<file path="config.mk">
export PLATFORM = sky130hd
export DESIGN_NAME = port_pin_function_mux
export DESIGN_NICKNAME = d
export VERILOG_FILES = /design/src/rtl/pin_mux_pkg.sv /design/src/rtl/pin_sync.sv /design/src/rtl/port_pin_function_mux.sv
export SDC_FILE = /design/constraint.sdc
export NUM_CORES = 1
export LEC_CHECK = 0
export ABC_AREA = 1
export ABC_CLOCK_PERIOD_IN_PS = 1600
export BUFFER_PORTS_ARGS = -buffer_cell sky130_fd_sc_hd__buf_2
export CAP_MARGIN = 20
export CORE_ASPECT_RATIO = 0.7
export CORE_UTILIZATION = 40
export CTS_BUF_LIST = sky130_fd_sc_hd__clkbuf_16
export DETAILED_ROUTE_END_ITERATION = 16
export GPL_TIMING_DRIVEN = 0
export HOLD_SLACK_MARGIN = 0.08
export PLACE_DENSITY_LB_ADDON = 0.2
export SLEW_MARGIN = 20
export SYNTH_ARGS = -nofsm -noshare
export SYNTH_HDL_FRONTEND = slang
export SYNTH_SLANG_ARGS = --single-unit
</file>
<file path="constraint.sdc">
create_clock -name sys_clk -period 1.6 [get_ports sys_clk]
set_clock_uncertainty 0.15 [all_clocks]
set_input_delay 0.16 -clock sys_clk [delete_from_list [all_inputs] [get_ports sys_clk]]
set_output_delay 0.16 -clock sys_clk [all_outputs]
set_load 0.01 [all_outputs]
</file>
<file path="src/rtl/pin_mux_pkg.sv">
package pin_mux_pkg;

  // Register bus geometry.
  localparam int          ADDR_W = 8;
  localparam int          DATA_W = 32;
  localparam int          PORT_W = 8;

  // Register byte offsets.
  localparam logic [7:0]  OFF_P1_LATCH   = 8'h00;
  localparam logic [7:0]  OFF_P1_DIR     = 8'h04;
  localparam logic [7:0]  OFF_P1_FSEL    = 8'h08;
  localparam logic [7:0]  OFF_P1_PINS    = 8'h0c;
  localparam logic [7:0]  OFF_P2_PULL    = 8'h10;
  localparam logic [7:0]  OFF_P2_PINS    = 8'h14;
  localparam logic [7:0]  OFF_P3_LATCH   = 8'h18;
  localparam logic [7:0]  OFF_P3_DIR     = 8'h1c;
  localparam logic [7:0]  OFF_P3_FSEL    = 8'h20;
  localparam logic [7:0]  OFF_P3_PULL    = 8'h24;
  localparam logic [7:0]  OFF_P3_OD      = 8'h28;
  localparam logic [7:0]  OFF_P3_PINS    = 8'h2c;
  localparam logic [7:0]  OFF_P4_LATCH   = 8'h30;
  localparam logic [7:0]  OFF_P4_DIR     = 8'h34;
  localparam logic [7:0]  OFF_P4_PULL    = 8'h38;
  localparam logic [7:0]  OFF_P4_PINS    = 8'h3c;
  localparam logic [7:0]  OFF_MEMX_MODE  = 8'h40;
  localparam logic [7:0]  OFF_CSI1_MODE  = 8'h44;
  localparam logic [7:0]  OFF_IRQ_CFG_A  = 8'h48;
  localparam logic [7:0]  OFF_IRQ_CFG_B  = 8'h4c;

  // Reset values and writable masks; a direction bit of 1 means input.
  localparam logic [7:0]  DIR_RESET      = 8'hff;
  localparam logic [7:0]  ZERO_RESET     = 8'h00;
  localparam logic [7:0]  P1_FSEL_MASK   = 8'h1c;
  localparam logic [7:0]  P2_PULL_MASK   = 8'hfc;
  localparam logic [7:0]  P3_OD_MASK     = 8'h0c;

  // Field positions.
  localparam int          MEMX_EN_BIT    = 0;
  localparam int          CSI1_CLKOUT_BIT = 0;
  localparam int          NMI_RISE_BIT   = 0;
  localparam int          EDGE_RISE      = 0;
  localparam int          EDGE_FALL      = 1;
  localparam int          IRQ_N          = 6;
  localparam int          IRQ_PER_CFG    = 3;
  localparam int          P1_SCK_BIT     = 2;
  localparam int          P1_SIN_BIT     = 3;
  localparam int          P1_SOUT_BIT    = 4;
  localparam int          P2_NMI_BIT     = 0;
  localparam int          P2_IRQ_BASE    = 1;
  localparam int          P2_SERIAL1_CLOCK_BIT    = 5;
  localparam int          P2_SI0_BIT     = 7;
  localparam int          P3_RX_BIT      = 0;
  localparam int          P3_TX_BIT      = 1;
  localparam int          P3_SERIAL0_CLOCK_BIT    = 2;
  localparam int          P3_SO0_BIT     = 3;
  localparam int          P3_TIMER_BASE  = 4;

  // Bus answers.
  localparam logic [1:0]  RESP_OKAY      = 2'b00;
  localparam logic [1:0]  RESP_SLVERR    = 2'b10;

  // Signals that peripherals hand to the pads.
  typedef struct packed {
    logic       serial2_clock_out;
    logic       serial2_clock_oe;
    logic       serial2_data_out;
    logic       serial1_clock_out;
    logic       serial1_data_out;
    logic       serial0_clock_out;
    logic       serial0_clock_oe;
    logic       serial0_data_out;
    logic [3:0] timer_outputs;
    logic [7:0] ad_out;
    logic       ad_oe;
  } periph_drive_s;

  // Synchronised pin levels and events handed to peripherals.
  typedef struct packed {
    logic       uart2_baud_clock_in;
    logic       serial2_data_in;
    logic       uart_baud_clock_in;
    logic       serial1_data_in;
    logic       serial0_clock_in;
    logic       serial0_data_in;
    logic [7:0] ad_in;
    logic       nmi_request;
    logic [5:0] ext_irq_request;
    logic [5:0] external_irq_inputs;
    logic       timer1_capture_trig;
    logic       timer1_count_clk;
    logic       rt_output_trig;
    logic       timer2_capture_trig;
    logic       timer2_clock_in;
    logic       timer2_cc_capture_trig;
    logic       timer0_capture_trig;
    logic       timer0_count_clk;
    logic       adc_trig;
  } periph_sense_s;

endpackage : pin_mux_pkg

</file>
<file path="src/rtl/pin_sync.sv">
`timescale 1ns/1ps

// Two-stage synchroniser plus a delayed copy for edge detection.
module pin_sync #(
  parameter int W = 8
) (
  // Clock and reset.
  input  wire logic         sys_clk,
  input  wire logic         arst_n,
  // Raw pins and clean levels.
  input  wire logic [W-1:0] pin_raw,
  output logic      [W-1:0] pin_level,
  output logic      [W-1:0] pin_prev
);

  logic [W-1:0] meta_reg;

  // The first stage feeds only the second stage, so metastability never reaches logic.
  always_ff @(posedge sys_clk or negedge arst_n)
  begin
    if (!arst_n)
    begin
      meta_reg  <= '0;
      pin_level <= '0;
      pin_prev  <= '0;
    end
    else
    begin
      meta_reg  <= pin_raw;
      pin_level <= meta_reg;
      pin_prev  <= pin_level;
    end
  end

endmodule : pin_sync

</file>
<file path="src/rtl/port_pin_function_mux.sv">
`timescale 1ns/1ps

// Operation
// - Port 1 bits 2-4 alternate only when selected.
// - Port 1 direction set per bit.
// - Each port 1 select bit switches one pin.
// - Port 1 alternates: serial2 clock, data in, out.
// - Port 2 is eight Schmitt-buffered inputs.
// - Port 2 bits 2-7 have switchable pull-ups.
// - Port 2 bit 5 drives serial1 clock when enabled.
// - Port 2 inputs feed interrupts and serial inputs.
// - Port 2 reads return pin levels always.
// - NMI edge polarity chosen by config A.
// - NMI request ignores maskable interrupt enable.
// - External interrupts fire on programmed edges.
// - External interrupt inputs also drive peripheral triggers.
// - Port 3 bidirectional with latch, direction, pull-ups.
// - Port 3 bits 2-3 may be open-drain.
// - Port 3 select bits pick serial or timer functions.
// - Port 3 reads return pin levels always.
// - Port 3 resets to inputs, outputs released.
// - Port 4 bidirectional with latch, direction, pull-ups.
// - Memory expansion turns port 4 into address/data.
// - Port 4 resets to inputs, outputs released.
// - Port 1 resets to inputs, outputs released.
module port_pin_function_mux
  import pin_mux_pkg::*;
(
  // Clock and reset.
  input  wire logic                sys_clk,
  input  wire logic                arst_n,
  // AXI4-Lite write channels.
  input  wire logic [ADDR_W-1:0]   awaddr,
  input  wire logic                awvalid,
  output logic                     awready,
  input  wire logic [DATA_W-1:0]   wdata,
  input  wire logic [DATA_W/8-1:0] wstrb,
  input  wire logic                wvalid,
  output logic                     wready,
  output logic [1:0]               bresp,
  output logic                     bvalid,
  input  wire logic                bready,
  // AXI4-Lite read channels.
  input  wire logic [ADDR_W-1:0]   araddr,
  input  wire logic                arvalid,
  output logic                     arready,
  output logic [DATA_W-1:0]        rdata,
  output logic [1:0]               rresp,
  output logic                     rvalid,
  input  wire logic                rready,
  // Port 1 pads.
  input  wire logic [PORT_W-1:0]   p1_in,
  output logic [PORT_W-1:0]        p1_out,
  output logic [PORT_W-1:0]        p1_oe_n,
  // Port 2 pads.
  input  wire logic [PORT_W-1:0]   p2_in,
  output logic [PORT_W-1:0]        p2_pullup_en,
  output logic                     p2_sck_out,
  output logic                     p2_sck_oe_n,
  // Port 3 pads.
  input  wire logic [PORT_W-1:0]   p3_in,
  output logic [PORT_W-1:0]        p3_out,
  output logic [PORT_W-1:0]        p3_oe_n,
  output logic [PORT_W-1:0]        p3_pullup_en,
  // Port 4 pads.
  input  wire logic [PORT_W-1:0]   p4_in,
  output logic [PORT_W-1:0]        p4_out,
  output logic [PORT_W-1:0]        p4_oe_n,
  output logic [PORT_W-1:0]        p4_pullup_en,
  // Peripheral side.
  input  wire periph_drive_s       periph_drive,
  output periph_sense_s            periph_sense
);

  // Software registers.
  logic [7:0] p1_latch_reg, p1_direction_reg, port1_function_select_reg;
  logic [7:0] p2_pull_reg;
  logic [7:0] p3_latch_reg, p3_direction_reg, port3_function_select_reg, p3_pull_reg, p3_od_reg;
  logic [7:0] p4_latch_reg, p4_direction_reg, p4_pull_reg;
  logic [7:0] memory_expansion_mode_reg, clocked_serial1_mode_reg;
  logic [7:0] ext_irq_edge_cfg_a_reg, ext_irq_edge_cfg_b_reg;

  // Bus state.
  logic              aw_full_reg, w_full_reg;
  logic [ADDR_W-1:0] aw_addr_reg;
  logic [7:0]        w_data_reg;
  logic              w_lane0_reg;
  logic              aw_take, w_take, ar_take, do_write;
  logic [DATA_W-1:0] rdata_next;
  logic [1:0]        rresp_next, bresp_next;

  // Pin levels after synchronisation.
  logic [4*PORT_W-1:0] pins_level, pins_prev;
  logic [PORT_W-1:0]   p1_lvl, p2_lvl, p3_lvl, p4_lvl, p2_prv;

  // Pad drive next values.
  logic [PORT_W-1:0] p1_out_next, p1_drive, p3_out_next, p3_drive, p4_out_next, p4_drive;
  logic [IRQ_N-1:0]  irq_edge;
  logic [1:0]        irq_sel [IRQ_N];
  logic              nmi_edge;

  // All pads are resynchronised in one bank; Schmitt buffering sits in the pad cell.
  pin_sync #(
    .W (4*PORT_W)
  ) u_pin_sync (
    .sys_clk   (sys_clk),
    .arst_n    (arst_n),
    .pin_raw   ({p4_in, p3_in, p2_in, p1_in}),
    .pin_level (pins_level),
    .pin_prev  (pins_prev)
  );

  assign {p4_lvl, p3_lvl, p2_lvl, p1_lvl} = pins_level;
  assign p2_prv = pins_prev[2*PORT_W-1:PORT_W];

  // Handshake terms; one write and one read are in flight at most.
  assign aw_take  = awvalid & awready;
  assign w_take   = wvalid & wready;
  assign ar_take  = arvalid & arready;
  assign do_write = aw_full_reg & w_full_reg & ~bvalid;

  // Write address and data are captured separately so either may come first.
  always_ff @(posedge sys_clk or negedge arst_n)
  begin
    if (!arst_n)
    begin
      aw_full_reg <= 1'b0;
      w_full_reg  <= 1'b0;
      aw_addr_reg <= '0;
      w_data_reg  <= ZERO_RESET;
      w_lane0_reg <= 1'b0;
      awready     <= 1'b0;
      wready      <= 1'b0;
      bvalid      <= 1'b0;
      bresp       <= RESP_OKAY;
    end
    else
    begin
      aw_full_reg <= aw_take | (aw_full_reg & ~do_write);
      if (aw_take)
        aw_addr_reg <= awaddr;
      w_full_reg <= w_take | (w_full_reg & ~do_write);
      if (w_take)
      begin
        w_data_reg  <= wdata[7:0];
        w_lane0_reg <= wstrb[0];
      end
      awready <= ~aw_take & ~aw_full_reg & ~bvalid;
      wready  <= ~w_take & ~w_full_reg & ~bvalid;
      bvalid  <= do_write | (bvalid & ~bready);
      if (do_write)
        bresp <= bresp_next;
    end
  end

  // A write to an unmapped word is answered with an error and stores nothing.
  // The mapped words are contiguous and aligned, from the first offset up to the last.
  assign bresp_next = (aw_addr_reg[1:0] == 2'h0 && aw_addr_reg <= OFF_IRQ_CFG_B) ? RESP_OKAY : RESP_SLVERR;

  // Register writes; only byte lane 0 carries data, pin-level words are read-only.
  always_ff @(posedge sys_clk or negedge arst_n)
  begin
    if (!arst_n)
    begin
      p1_direction_reg <= DIR_RESET;
      p3_direction_reg <= DIR_RESET;
      p4_direction_reg <= DIR_RESET;
      {p1_latch_reg, port1_function_select_reg, p2_pull_reg, p3_latch_reg, port3_function_select_reg, p3_pull_reg,
        p3_od_reg, p4_latch_reg, p4_pull_reg, memory_expansion_mode_reg, clocked_serial1_mode_reg,
        ext_irq_edge_cfg_a_reg, ext_irq_edge_cfg_b_reg} <= '0;
    end
    else if (do_write && w_lane0_reg)
    begin
      case (aw_addr_reg)
        OFF_P1_LATCH:  p1_latch_reg              <= w_data_reg;
        OFF_P1_DIR:    p1_direction_reg          <= w_data_reg;
        OFF_P1_FSEL:   port1_function_select_reg <= w_data_reg & P1_FSEL_MASK;
        OFF_P2_PULL:   p2_pull_reg               <= w_data_reg & P2_PULL_MASK;
        OFF_P3_LATCH:  p3_latch_reg              <= w_data_reg;
        OFF_P3_DIR:    p3_direction_reg          <= w_data_reg;
        OFF_P3_FSEL:   port3_function_select_reg <= w_data_reg;
        OFF_P3_PULL:   p3_pull_reg               <= w_data_reg;
        OFF_P3_OD:     p3_od_reg                 <= w_data_reg & P3_OD_MASK;
        OFF_P4_LATCH:  p4_latch_reg              <= w_data_reg;
        OFF_P4_DIR:    p4_direction_reg          <= w_data_reg;
        OFF_P4_PULL:   p4_pull_reg               <= w_data_reg;
        OFF_MEMX_MODE: memory_expansion_mode_reg <= w_data_reg;
        OFF_CSI1_MODE: clocked_serial1_mode_reg  <= w_data_reg;
        OFF_IRQ_CFG_A: ext_irq_edge_cfg_a_reg    <= w_data_reg;
        OFF_IRQ_CFG_B: ext_irq_edge_cfg_b_reg    <= w_data_reg;
        default:       p1_latch_reg              <= p1_latch_reg;
      endcase
    end
  end

  // Read decode; pin words show synchronised pad levels whatever the pin is doing.
  always_comb
  begin
    rdata_next = '0;
    rresp_next = RESP_OKAY;
    case (araddr)
      OFF_P1_LATCH:  rdata_next[7:0] = p1_latch_reg;
      OFF_P1_DIR:    rdata_next[7:0] = p1_direction_reg;
      OFF_P1_FSEL:   rdata_next[7:0] = port1_function_select_reg;
      OFF_P1_PINS:   rdata_next[7:0] = p1_lvl;
      OFF_P2_PULL:   rdata_next[7:0] = p2_pull_reg;
      OFF_P2_PINS:   rdata_next[7:0] = p2_lvl;
      OFF_P3_LATCH:  rdata_next[7:0] = p3_latch_reg;
      OFF_P3_DIR:    rdata_next[7:0] = p3_direction_reg;
      OFF_P3_FSEL:   rdata_next[7:0] = port3_function_select_reg;
      OFF_P3_PULL:   rdata_next[7:0] = p3_pull_reg;
      OFF_P3_OD:     rdata_next[7:0] = p3_od_reg;
      OFF_P3_PINS:   rdata_next[7:0] = p3_lvl;
      OFF_P4_LATCH:  rdata_next[7:0] = p4_latch_reg;
      OFF_P4_DIR:    rdata_next[7:0] = p4_direction_reg;
      OFF_P4_PULL:   rdata_next[7:0] = p4_pull_reg;
      OFF_P4_PINS:   rdata_next[7:0] = p4_lvl;
      OFF_MEMX_MODE: rdata_next[7:0] = memory_expansion_mode_reg;
      OFF_CSI1_MODE: rdata_next[7:0] = clocked_serial1_mode_reg;
      OFF_IRQ_CFG_A: rdata_next[7:0] = ext_irq_edge_cfg_a_reg;
      OFF_IRQ_CFG_B: rdata_next[7:0] = ext_irq_edge_cfg_b_reg;
      default:       rresp_next      = RESP_SLVERR;
    endcase
  end

  // Read channel; the word is sampled at address acceptance and held until taken.
  always_ff @(posedge sys_clk or negedge arst_n)
  begin
    if (!arst_n)
    begin
      arready <= 1'b0;
      rvalid  <= 1'b0;
      rdata   <= '0;
      rresp   <= RESP_OKAY;
    end
    else
    begin
      arready <= ~ar_take & ~rvalid;
      rvalid  <= ar_take | (rvalid & ~rready);
      if (ar_take)
      begin
        rdata <= rdata_next;
        rresp <= rresp_next;
      end
    end
  end

  // Pad drive selection; an output alternate replaces both latch and direction.
  always_comb
  begin
    p1_out_next = p1_latch_reg;
    p1_drive    = ~p1_direction_reg;
    if (port1_function_select_reg[P1_SCK_BIT])
    begin
      p1_out_next[P1_SCK_BIT] = periph_drive.serial2_clock_out;
      p1_drive[P1_SCK_BIT]    = periph_drive.serial2_clock_oe;
    end
    if (port1_function_select_reg[P1_SIN_BIT])
      p1_drive[P1_SIN_BIT] = 1'b0;
    if (port1_function_select_reg[P1_SOUT_BIT])
    begin
      p1_out_next[P1_SOUT_BIT] = periph_drive.serial2_data_out;
      p1_drive[P1_SOUT_BIT]    = 1'b1;
    end
    p3_out_next = p3_latch_reg;
    p3_drive    = ~p3_direction_reg;
    for (int i = 0; i < PORT_W; i++)
    begin
      if (port3_function_select_reg[i])
      begin
        p3_drive[i] = 1'b1;
        if (i == P3_RX_BIT)
          p3_drive[i] = 1'b0;
        else if (i == P3_TX_BIT)
          p3_out_next[i] = periph_drive.serial1_data_out;
        else if (i == P3_SERIAL0_CLOCK_BIT)
        begin
          p3_out_next[i] = periph_drive.serial0_clock_out;
          p3_drive[i]    = periph_drive.serial0_clock_oe;
        end
        else if (i == P3_SO0_BIT)
          p3_out_next[i] = periph_drive.serial0_data_out;
        else
          p3_out_next[i] = periph_drive.timer_outputs[i-P3_TIMER_BASE];
      end
      // Open-drain pins only ever pull low; a high level is left to the external pull-up.
      if (p3_od_reg[i])
      begin
        p3_drive[i]    = p3_drive[i] & ~p3_out_next[i];
        p3_out_next[i] = 1'b0;
      end
    end
    p4_out_next = p4_latch_reg;
    p4_drive    = ~p4_direction_reg;
    if (memory_expansion_mode_reg[MEMX_EN_BIT])
    begin
      p4_out_next = periph_drive.ad_out;
      p4_drive    = {PORT_W{periph_drive.ad_oe}};
    end
  end

  // Pad outputs are registered, costing one cycle but keeping pads glitch-free.
  always_ff @(posedge sys_clk or negedge arst_n)
  begin
    if (!arst_n)
    begin
      {p1_out, p2_pullup_en, p3_out, p3_pullup_en, p4_out, p4_pullup_en, p2_sck_out} <= '0;
      {p1_oe_n, p3_oe_n, p4_oe_n, p2_sck_oe_n} <= '1;
    end
    else
    begin
      p1_out       <= p1_out_next;
      p1_oe_n      <= ~p1_drive;
      p2_pullup_en <= p2_pull_reg & P2_PULL_MASK;
      p2_sck_out   <= periph_drive.serial1_clock_out;
      p2_sck_oe_n  <= ~clocked_serial1_mode_reg[CSI1_CLKOUT_BIT];
      p3_out       <= p3_out_next;
      p3_oe_n      <= ~p3_drive;
      p3_pullup_en <= p3_pull_reg & ~p3_drive;
      p4_out       <= p4_out_next;
      p4_oe_n      <= ~p4_drive;
      p4_pullup_en <= p4_pull_reg & ~p4_drive;
    end
  end

  // Edge detection on clean levels; each external interrupt has its own rise and fall enables, NMI a single polarity bit.
  always_comb
  begin
    for (int n = 0; n < IRQ_N; n++)
    begin
      irq_sel[n] = (n < IRQ_PER_CFG) ? ext_irq_edge_cfg_a_reg[2*n+2 +: 2]
                                     : ext_irq_edge_cfg_b_reg[2*(n-IRQ_PER_CFG) +: 2];
      irq_edge[n] = (irq_sel[n][EDGE_RISE] & p2_lvl[n+P2_IRQ_BASE] & ~p2_prv[n+P2_IRQ_BASE])
                  | (irq_sel[n][EDGE_FALL] & ~p2_lvl[n+P2_IRQ_BASE] & p2_prv[n+P2_IRQ_BASE]);
    end
    nmi_edge = ext_irq_edge_cfg_a_reg[NMI_RISE_BIT] ? (p2_lvl[P2_NMI_BIT] & ~p2_prv[P2_NMI_BIT])
                                                     : (~p2_lvl[P2_NMI_BIT] & p2_prv[P2_NMI_BIT]);
  end

  // Peripheral-facing levels and one-cycle event pulses; NMI has no enable gate.
  always_ff @(posedge sys_clk or negedge arst_n)
  begin
    if (!arst_n)
      periph_sense <= '0;
    else
    begin
      periph_sense.uart2_baud_clock_in    <= p1_lvl[P1_SCK_BIT];
      periph_sense.serial2_data_in        <= p1_lvl[P1_SIN_BIT];
      periph_sense.uart_baud_clock_in     <= p2_lvl[P2_SERIAL1_CLOCK_BIT];
      periph_sense.serial0_data_in        <= p2_lvl[P2_SI0_BIT];
      periph_sense.serial1_data_in        <= p3_lvl[P3_RX_BIT];
      periph_sense.serial0_clock_in       <= p3_lvl[P3_SERIAL0_CLOCK_BIT];
      periph_sense.ad_in                  <= p4_lvl;
      periph_sense.nmi_request            <= nmi_edge;
      periph_sense.ext_irq_request        <= irq_edge;
      periph_sense.external_irq_inputs    <= p2_lvl[P2_IRQ_BASE +: IRQ_N];
      periph_sense.timer1_capture_trig    <= p2_lvl[P2_IRQ_BASE];
      periph_sense.timer1_count_clk       <= p2_lvl[P2_IRQ_BASE];
      periph_sense.rt_output_trig         <= p2_lvl[P2_IRQ_BASE];
      periph_sense.timer2_capture_trig    <= p2_lvl[P2_IRQ_BASE+1];
      periph_sense.timer2_clock_in        <= p2_lvl[P2_IRQ_BASE+2];
      periph_sense.timer2_cc_capture_trig <= p2_lvl[P2_IRQ_BASE+2];
      periph_sense.timer0_capture_trig    <= p2_lvl[P2_IRQ_BASE+3];
      periph_sense.timer0_count_clk       <= p2_lvl[P2_IRQ_BASE+3];
      periph_sense.adc_trig               <= p2_lvl[P2_IRQ_BASE+5];
    end
  end

endmodule : port_pin_function_mux

</file>
---- After elaboration in Yosys (flattened, before gate mapping) ----
Index checks and enable logic that the tools add are counted.
operators by class
  $lt $le $gt $ge ......................... 1
  equal/unequal tests ..................... 34
  mux-type cells .......................... 30
  bitwise logic cells ..................... 87
  reduce and logical (&&, ||, !) cells .... 22
operators with widths
  cell                                                                              number
  8-bit case mux with 20 select lines                                               1
  8-bit by 6-bit == test with 1-bit output, second input constant                   14
  8-bit by 7-bit == test with 1-bit output, second input constant                   8
  8-bit by 5-bit == test with 1-bit output, second input constant                   7
  8-bit NOT                                                                         6
  1-bit bitwise AND                                                                 42
  2-bit AND reduction                                                               16
  1-bit NOT                                                                         27
  1-bit 2-to-1 mux                                                                  25
  8-bit by 4-bit == test with 1-bit output, second input constant                   3
  20-bit OR reduction                                                               1
  8-bit bitwise AND                                                                 2
  8-bit by 3-bit == test with 1-bit output, second input constant                   2
  8-bit zero test                                                                   2
  8-bit 2-to-1 mux                                                                  2
  1-bit bitwise OR                                                                  10
  8-bit by 7-bit less-or-equal comparator with 1-bit output, second input constant  1
  2-bit 2-to-1 mux                                                                  2
  1-bit logical AND                                                                 2
  2-bit zero test                                                                   1
word-level totals
  register bits ........................... 334
  input bits .............................. 112
  logic and storage cells ................. 232

---- Depth between registers and ports, before layout ----
Gate-level depths: netlist of the first run.
  depth after elaboration ................. 6
  mapped depth ............................ 13
  gate-level depth less buffers ........... 13

---- By module ----
Synthesis of the first run repeated with hierarchy kept, for this count alone.
second synthesis, totals
  cells, all modules ...................... 1248
  area total of the unflattened synthesis .. 13131.3 um^2
by module, submodules not included
  module                 times used  cells each  area each (um^2)  sequential area each (um^2)
  port_pin_function_mux  1           1152        10729.0           6242.2
  pin_sync               1           96          2402.3            2402.3

---- Worst setup path before layout of the first run ----
No wires, ideal clock.
  path kind ............................... register to register
  from .................................... register bvalid
  to ...................................... register p4_latch_reg[7]
  setup time .............................. 131 ps
  arrival time ............................ 1432 ps
  setup slack ............................. -113 ps
  cell stages (with the launch flop) ...... 8
  buffers on the path ..................... 1
  period minus slack after synthesis ...... 1713 ps
  cells stage by stage .................... dfrtp_1 > nor3_4 > nand2_4 > inv_6 > nand4_2 > buf_6 > nand2_1 > o21ai_2
between the ends
  longest elaborated chain between the ends .. 4
ends and longest elaborated chain
  item                                  line                          text
  start: declaration                    port_pin_function_mux.sv:41   output logic bvalid,
  start signal: assignment              port_pin_function_mux.sv:150  bvalid <= do_write | (bvalid & ~bready);
  1-bit NOT                             port_pin_function_mux.sv:120  assign do_write = aw_full_reg & w_full_reg & ~bvalid;
  1-bit bitwise AND                     port_pin_function_mux.sv:120
  1-bit logical AND                     port_pin_function_mux.sv:172  else if (do_write && w_lane0_reg)
  2-bit AND reduction (no source line)  -
  end signal: assignment                port_pin_function_mux.sv:184  OFF_P4_LATCH: p4_latch_reg <= w_data_reg;
  end: declaration                      port_pin_function_mux.sv:79   logic [7:0] p4_latch_reg, p4_direction_reg, p4_pull_reg;
Every way passes these cells.
A chain may end at the register's enable or synchronous reset.

---- Worst setup path in the final report of the first run ----
  from .................................... register aw_addr_reg[0]
  to ...................................... register p3_pull_reg[3]
between the ends
  longest elaborated chain between the ends .. 2
ends and longest elaborated chain
  item                                      line                          text
  start: declaration                        port_pin_function_mux.sv:85   logic [ADDR_W-1:0] aw_addr_reg;
  start signal: assignment                  port_pin_function_mux.sv:141  aw_addr_reg <= awaddr;
  8-bit by 6-bit == test with 1-bit output  port_pin_function_mux.sv:174  case (aw_addr_reg)
  2-bit AND reduction (no source line)      -
  end signal: assignment                    port_pin_function_mux.sv:182  OFF_P3_PULL: p3_pull_reg <= w_data_reg;
  end: declaration                          port_pin_function_mux.sv:78   logic [7:0] p3_latch_reg, p3_direction_reg, port3_function_select_reg, p3_pull_reg, p3_od_reg;
Every way passes these cells.

==> impl_metrics.tcl, run 1 <==
set metrics [dict create \
    htreeDepth 1 \
    critPathKind "flip-flop to flip-flop" \
    clock-sinks 312 \
    syn_to_final_growth_pct 42.92 \
    die_w_um 212.7 \
    n_antenna_cell 0 \
    leakage_nw 8.889 \
    crit_chain "nor2_8 > nand3_2 > nor2_4 > nand2_4 > buf_4 > nand2_1 > o21ai_1" \
    swShare_pct 30.42 \
    timing.fmax_mhz 582.6 \
    synth-seq-cells 312 \
    dpl_cell_area_sq_um 14180 \
    rows 53 \
    place_ws_ns -0.4769 \
    final_nets 1780 \
    clk_latency_ns 0.57 \
    grt_remaining_overflow 0 \
    finalHoldViolations 112 \
    hpwl_um 28050 \
    track_usage_pct 25.81 \
    setup_viol 99 \
    grt_pass1_wl_um 60150 \
    fin_cells 2104 \
    startpoint "aw_addr_reg[0]$_DFFE_PN0P_" \
    grt_max_degree 95 \
    combPwrFrac_pct 18.0 \
    drive_above_1_share_pct 39.13 \
    drc 0 \
    vdd_drop_max_uv 750.6 \
    vias 10310 \
    maxCapViolations 0 \
    grt_pass1_vias 9950 \
    initial_core_util_pct 41.01 \
    endpoint_kind "flip-flop" \
    most-common-layout-cells "dfrtp_1, nand2_1, buf_2" \
    cts_tree "done" \
    failed_checks "negative hold slack, negative setup slack" \
    cpMaxStageDelayCell "dfrtp_1" \
    cts_buffers 31 \
    antenna_found_initial 0 \
    syn_area_sq_um 12430 \
    pwr-share-seq_pct 45.3 \
    hold_class "primary input to asynchronous set/reset pin" \
    fin_crit_ns 1.716 \
    start_kind "flip-flop" \
    crit_arrival_ns 1.99 \
    switching_power_mw 6.108 \
    ys_seq_area_share_pct 63.32 \
    worst_pin_slew_ns 0.6653 \
    drt-pass1-iter-count 7 \
    final_common_cell "dfrtp_1" \
    p_total_mw 20.08 \
    p_per_area_nw_per_um2 1131 \
    io_buffers 207 \
    yosysUniqueCellTypes 40 \
    clockBufferDepth 3 \
    crit_path_max_incr_delay_ns 0.44 \
    maxSlewViolCount 0 \
    ios 263 \
    dieArea_sq_um 31790 \
    pwr-share-clk_pct 36.6 \
    fin_area_sq_um 17760 \
    finish.utilization_pct 58.61 \
    critical_path_required_ns 1.88 \
    synthCells 1233 \
    routedWlPerCell_um 19.43 \
    run_status "finished, violations left" \
    finalCritPeriodShare_pct 107.3 \
    fp.coreArea_sq_um 30310 \
    syn_area_per_cell_sq_um 10.08 \
    internal_power_mw 13.97 \
    holdWs_ns -0.6572 \
    fin_ws_ns -0.1164 \
    drt_wl_total_um 40880 \
    clk_pin_slew_ns 0.07 \
    rsz0062_at_grt "yes" \
    r2r_start "aw_addr_reg[0]$_DFFE_PN0P_" \
    slew_headroom_pct 55.65 \
    crit_fanout 7 \
    die_h_um 149.5 \
    drtIter0Drc 860 \
    place.gp.congestion 0.9376 \
    viasPerCell 4.901 \
    dp_cells 1882 \
    cts_root_buf "clkbuf_16" \
    final_antenna_net_count 0 \
    yosysWarnings 0 \
]
-- critical path: cells and delay by family, from the launching register on --
family | cells | cell delay [ns]
DFF | 1 | 0.44
and+or+nand+nor | 5 | 0.75
buffers and inverters | 1 | 0.17
AOI/OAI and AO/OA | 1 | 0.06
-- metrics by stage --
step                hold WS (ns)  setup TNS [ns]
finish                   -0.6572          -5.127
global route             -0.6361          -13.29
CTS                      -0.6569          -9.656
detailed placement      -0.05512          -33.85
global placement          0.1178        -1680.81
floorplan                -0.2856         -0.1375
-- Yosys cell counts --
cell	n	area (sq um)
buf_4	46	345.3
nor3_2	3	30.03
nand4_4	3	63.81
o21a_1	1	7.510
inv_1	65	244.0
dfstp_2	49	1287
nand2_2	5	31.28
nand2_1	325	1220
nor4_1	1	6.260
nor3_1	2	10.01
nor2_4	4	45.04
dfrtp_1	263	6581
nand3_2	2	20.02
or2_2	3	18.77
inv_2	1	3.750
a21oi_1	20	100.1
buf_1	1	3.750
o21ai_0	80	400.4
o211ai_1	2	15.01
a21boi_0	8	60.06
nor2_1	91	341.6
nand4_1	3	18.77
clkbuf_1	15	56.30
nand3_1	110	550.5
nor3b_1	5	37.54
nand2_4	2	22.52
o21ai_2	19	166.4
nor2_8	1	20.02
nand4_2	3	37.54
nor3_4	1	16.27
o21bai_1	5	37.54
buf_2	18	90.09
conb_1	1	3.750
o21ai_1	41	205.2
mux2_2	7	78.83
buf_6	12	135.1
mux2i_1	3	30.03
inv_6	1	8.760
nand3b_1	6	45.04
nor2_2	5	31.28
-- metal layers --
layer | up-vias | track usage (%) | part of all wire (%)
met5 | - | 0 | 0
met4 | 0 | 6.511 | 1.8
met3 | 52 | 6.548 | 8.1
met2 | 359 | 38.35 | 45
met1 | 5070 | 37.63 | 45
li1 | 4830 | - | -
-- cell type report --
| type | count | area (sq um) |
|---|---|---|
| multi-input cells | 789 | 4384 |
| repair buffers | 377 | 2953 |
| flip-flops and latches | 312 | 7879 |
| clock inverters | 26 | 246.5 |
| clock buffers | 31 | 775.7 |
| plain buffers | 90 | 732.0 |
| well taps | 412 | 515.5 |
| fillers | 2601 | 12540 |
| inverters | 67 | 275.3 |
-- cell families (layout without fill, tap and decap cells) --
family	count (synthesis)	count (layout)	synth area share, %
DFF	312	312	63.32
buffers and inverters	159	591	7.138
AOI/OAI and AO/OA	176	176	7.984
and+or+nand+nor	575	575	20.65
muxes	10	10	0.8760
other	1	28	0.03018
-- power by group through the flow --
stage                     Sequential (mW)  Clock (mW)  Combinational (mW)
after floorplan                      9.12           0                1.44
after global placement               9.16           0                2.71
after detailed placement             9.16           0                2.79
after CTS                            9.05        7.45                3.33
after global routing                 9.16        7.80                3.90
final                                9.10        7.35                3.62
-- path summary, 6_finish.rpt --
kind | end | slack (ns) | cells after the start
max | p3_pull_reg[3]$_DFFE_PN0P_ | -0.12 | 7
min | p3_pullup_en[7]$_DFF_PN0_ | -0.66 | 1
max reg2reg | p3_pull_reg[3]$_DFFE_PN0P_ | -0.12 | 7
min reg2reg | u_pin_sync.pin_level[19]$_DFF_PN0_ | 0.19 | 0
max in group asynchronous | aw_addr_reg[5]$_DFFE_PN0P_ | 0.71 | 3
min in group sys_clk | u_pin_sync.meta_reg[9]$_DFF_PN0_ | 0.09 | 2
-- timing repair --
action / CTS / global route
endpoints found under the setup margin: 131 / 159
hold buffers: 105 / 2
pin swaps: 20 / 23
cloned: 10 / 3
hold endpoints to repair: 207 / 114
gates resized for setup: 167 / 177
setup buffers: 36 / 11
Note: power is estimated with default switching activity, not from simulation.
==> run 2, diff against run 1 <==
--- a/config.mk
+++ b/config.mk
@@ -6,11 +6,11 @@
 export NUM_CORES = 1
 export LEC_CHECK = 0
 export ABC_AREA = 1
-export ABC_CLOCK_PERIOD_IN_PS = 1600
+export ABC_CLOCK_PERIOD_IN_PS = 2100
 export BUFFER_PORTS_ARGS = -buffer_cell sky130_fd_sc_hd__buf_2
 export CAP_MARGIN = 20
 export CORE_ASPECT_RATIO = 0.7
-export CORE_UTILIZATION = 40
+export CORE_UTILIZATION = 36
 export CTS_BUF_LIST = sky130_fd_sc_hd__clkbuf_16
 export DETAILED_ROUTE_END_ITERATION = 16
 export GPL_TIMING_DRIVEN = 0
==> constraint.sdc (replaced) <==
create_clock -name sys_clk -period 2.1 [get_ports sys_clk]
set_clock_uncertainty 0.15 [all_clocks]
set_input_delay 0.21 -clock sys_clk [delete_from_list [all_inputs] [get_ports sys_clk]]
set_output_delay 0.21 -clock sys_clk [all_outputs]
set_load 0.01 [all_outputs]
==> run 2 against run 1 <==
The flow now finishes without violations. Register-to-register slack better by 0.21 ns. Setup slack better by 0.21 ns. Wire length is 2.8% lower. Utilization is 11 points lower. Maximum frequency is 15% lower. Count of clock-buffer cells in the layout stayed put. Total power is 30% lower. Final cell count is 1.6% lower. Sequential power is 24% lower. Sequential cell count stayed put.
==> impl_metrics.tcl, run 2 (synthesis results as in run 1) <==
set metrics [dict create \
    cts_root_buf "clkbuf_16" \
    grt_pass1_wl_um 59080 \
    cts_tree "done" \
    hold_class "primary input to flip-flop" \
    fin_crit_ns 2.011 \
    endpoint_kind "flip-flop" \
    viasPerCell 4.715 \
    startpoint "w_data_reg[2]$_DFFE_PN0P_" \
    timing.fmax_mhz 497.4 \
    drt_wl_total_um 39720 \
    grt_remaining_overflow 0 \
    n_fill_cell 3187 \
    grt_max_degree 100 \
    leakage_nw 8.117 \
    n_antenna_cell 0 \
    drt-pass1-iter-count 5 \
    r2r_end "p3_od_reg[2]$_DFFE_PN0P_" \
    fp.coreArea_sq_um 33700 \
    grt_pass1_vias 9352 \
    routedWlPerCell_um 19.18 \
    vias 9764 \
    drc 0 \
    final_common_cell "nand2_1" \
    start_kind "flip-flop" \
    run_status "complete, no violations" \
    crit_end "p3_od_reg[2]$_DFFE_PN0P_" \
    dp_cells 1934 \
    htreeDepth 1 \
    finalHoldViolations 0 \
    r2r_setup_slack_ns 0.09 \
    most-common-layout-cells "nand2_1, dfrtp_1, buf_2" \
    crit_chain "inv_1 > clkdlybuf4s15_1 > o21ai_0" \
    maxSlewViolCount 0 \
    rsz0062_at_grt "yes" \
    die_h_um 157.4 \
    maxCapViolations 0 \
    rows 56 \
    die_w_um 224.1 \
    clk_latency_ns 0.57 \
    antenna_found_initial 1 \
    ff2ff_path_depth 3 \
    fin_area_sq_um 15970 \
    clock-sinks 312 \
    finalCritPeriodShare_pct 95.74 \
    place.gp.congestion 0.9466 \
    crit_fanout 10 \
    crit_path_max_incr_delay_ns 0.80 \
    setup_viol 0 \
    clk_pin_slew_ns 0.06 \
    dpl_cell_area_sq_um 14240 \
    syn_to_final_growth_pct 28.47 \
    vdd_drop_max_uv 516.2 \
    final_antenna_net_count 0 \
    dieArea_sq_um 35280 \
    ios 263 \
    io_buffers 207 \
    drtIter0Drc 873 \
    critical_path_required_ns 2.36 \
    r2r_start "w_data_reg[2]$_DFFE_PN0P_" \
    fin_cells 2071 \
    clockBufferDepth 3 \
    hpwl_um 29200 \
    drive_above_1_share_pct 27.13 \
    track_usage_pct 22.80 \
    slew_headroom_pct 32.34 \
    worst_pin_slew_ns 1.015 \
    final_nets 1695 \
    post_cts.repair.setup_buffers 0 \
    crit_arrival_ns 2.27 \
    cts_buffers 30 \
    initial_core_util_pct 36.87 \
    critPathKind "flip-flop to flip-flop" \
    p_per_area_nw_per_um2 885.2 \
    cpMaxStageDelayCell "clkdlybuf4s15_1" \
]
run 2: worst min path at each step:
stage                           from              endpoint  slack [ns]  cells past startpoint
finish                       arvalid     arready$_DFF_PN0_        0.09                      4
global route                  arst_n  p4_oe_n[5]$_DFF_PN1_        0.11                      2
CTS                           arst_n  p4_oe_n[1]$_DFF_PN1_        0.09                      2
detailed placement            arst_n   p3_out[1]$_DFF_PN0_       -0.06                      1
global placement    periph_drive[17]  p2_sck_out$_DFF_PN0_        0.17                      1
floorplan                     arst_n     arready$_DFF_PN0_       -0.24                      0
run 2: final cells by class:
| class | count | area, sq um | share of cell area [%] |
|---|---|---|---|
| flip-flops and latches | 312 | 7869 | 49.29 |
| clock buffers | 31 | 775.7 | 4.859 |
| inverters | 67 | 256.5 | 1.607 |
| repair buffers | 291 | 1939 | 12.15 |
| clock inverters | 25 | 110.1 | 0.6897 |
| multi-input cells | 789 | 3796 | 23.78 |
| plain buffers | 92 | 638.1 | 3.997 |
| well taps | 464 | 580.6 | 3.636 |
run 2: routing by layer:
layer / part of all wire, % / global-route usage (%) / wire, um / vias up
met5: 0.033 / 0 / 13 / -
met4: 1.8 / 4.305 / 696 / 2
met3: 7.6 / 5.731 / 3023 / 53
met2: 43 / 33.61 / 17250 / 322
met1: 47 / 33.85 / 18740 / 4748
li1: - / - / - / 4639
run 2: stage by stage:
stage | total power [mW] | setup WS, ns | utilization [%] | setup TNS (ns) | hold slack (ns)
finish | 14.13 | 0.08938 | 47.37 | 0 | 0.09130
global route | 14.80 | -0.008983 | 47.37 | -0.008983 | 0.1052
CTS | 14.22 | 0.04002 | 47.28 | 0 | 0.08638
detailed placement | 9.131 | -0.06133 | 42.24 | -0.1189 | -0.06172
global placement | 9.084 | -5.227 | 41.97 | -1517.21 | 0.1675
floorplan | 8.034 | 0.3874 | - | 0 | -0.2356
run 2: power by group:
group | switching (mW) | internal [mW] | leakage [nW]
clock | 2.26 | 2.65 | 0.465
combinational | 1.63 | 0.700 | 3.74
sequential | 0.358 | 6.53 | 3.91
total | 4.25 | 9.88 | 8.12
run 2: what timing repair did:
| action | in CTS | in global routing |
|---|---|---|
| resized for setup | 0 | 8 |
| endpoints found under the hold margin | 285 | 0 |
| setup endpoints to repair | 0 | 15 |
| hold buffers | 81 | 0 |
run 2: critical path: cells and delay by family (launching register included):
kind                   cells  cell delay (ns)
flip-flops                 1             0.36
buffers and inverters      2             1.14
AO/OA/AOI/OAI              1             0.20
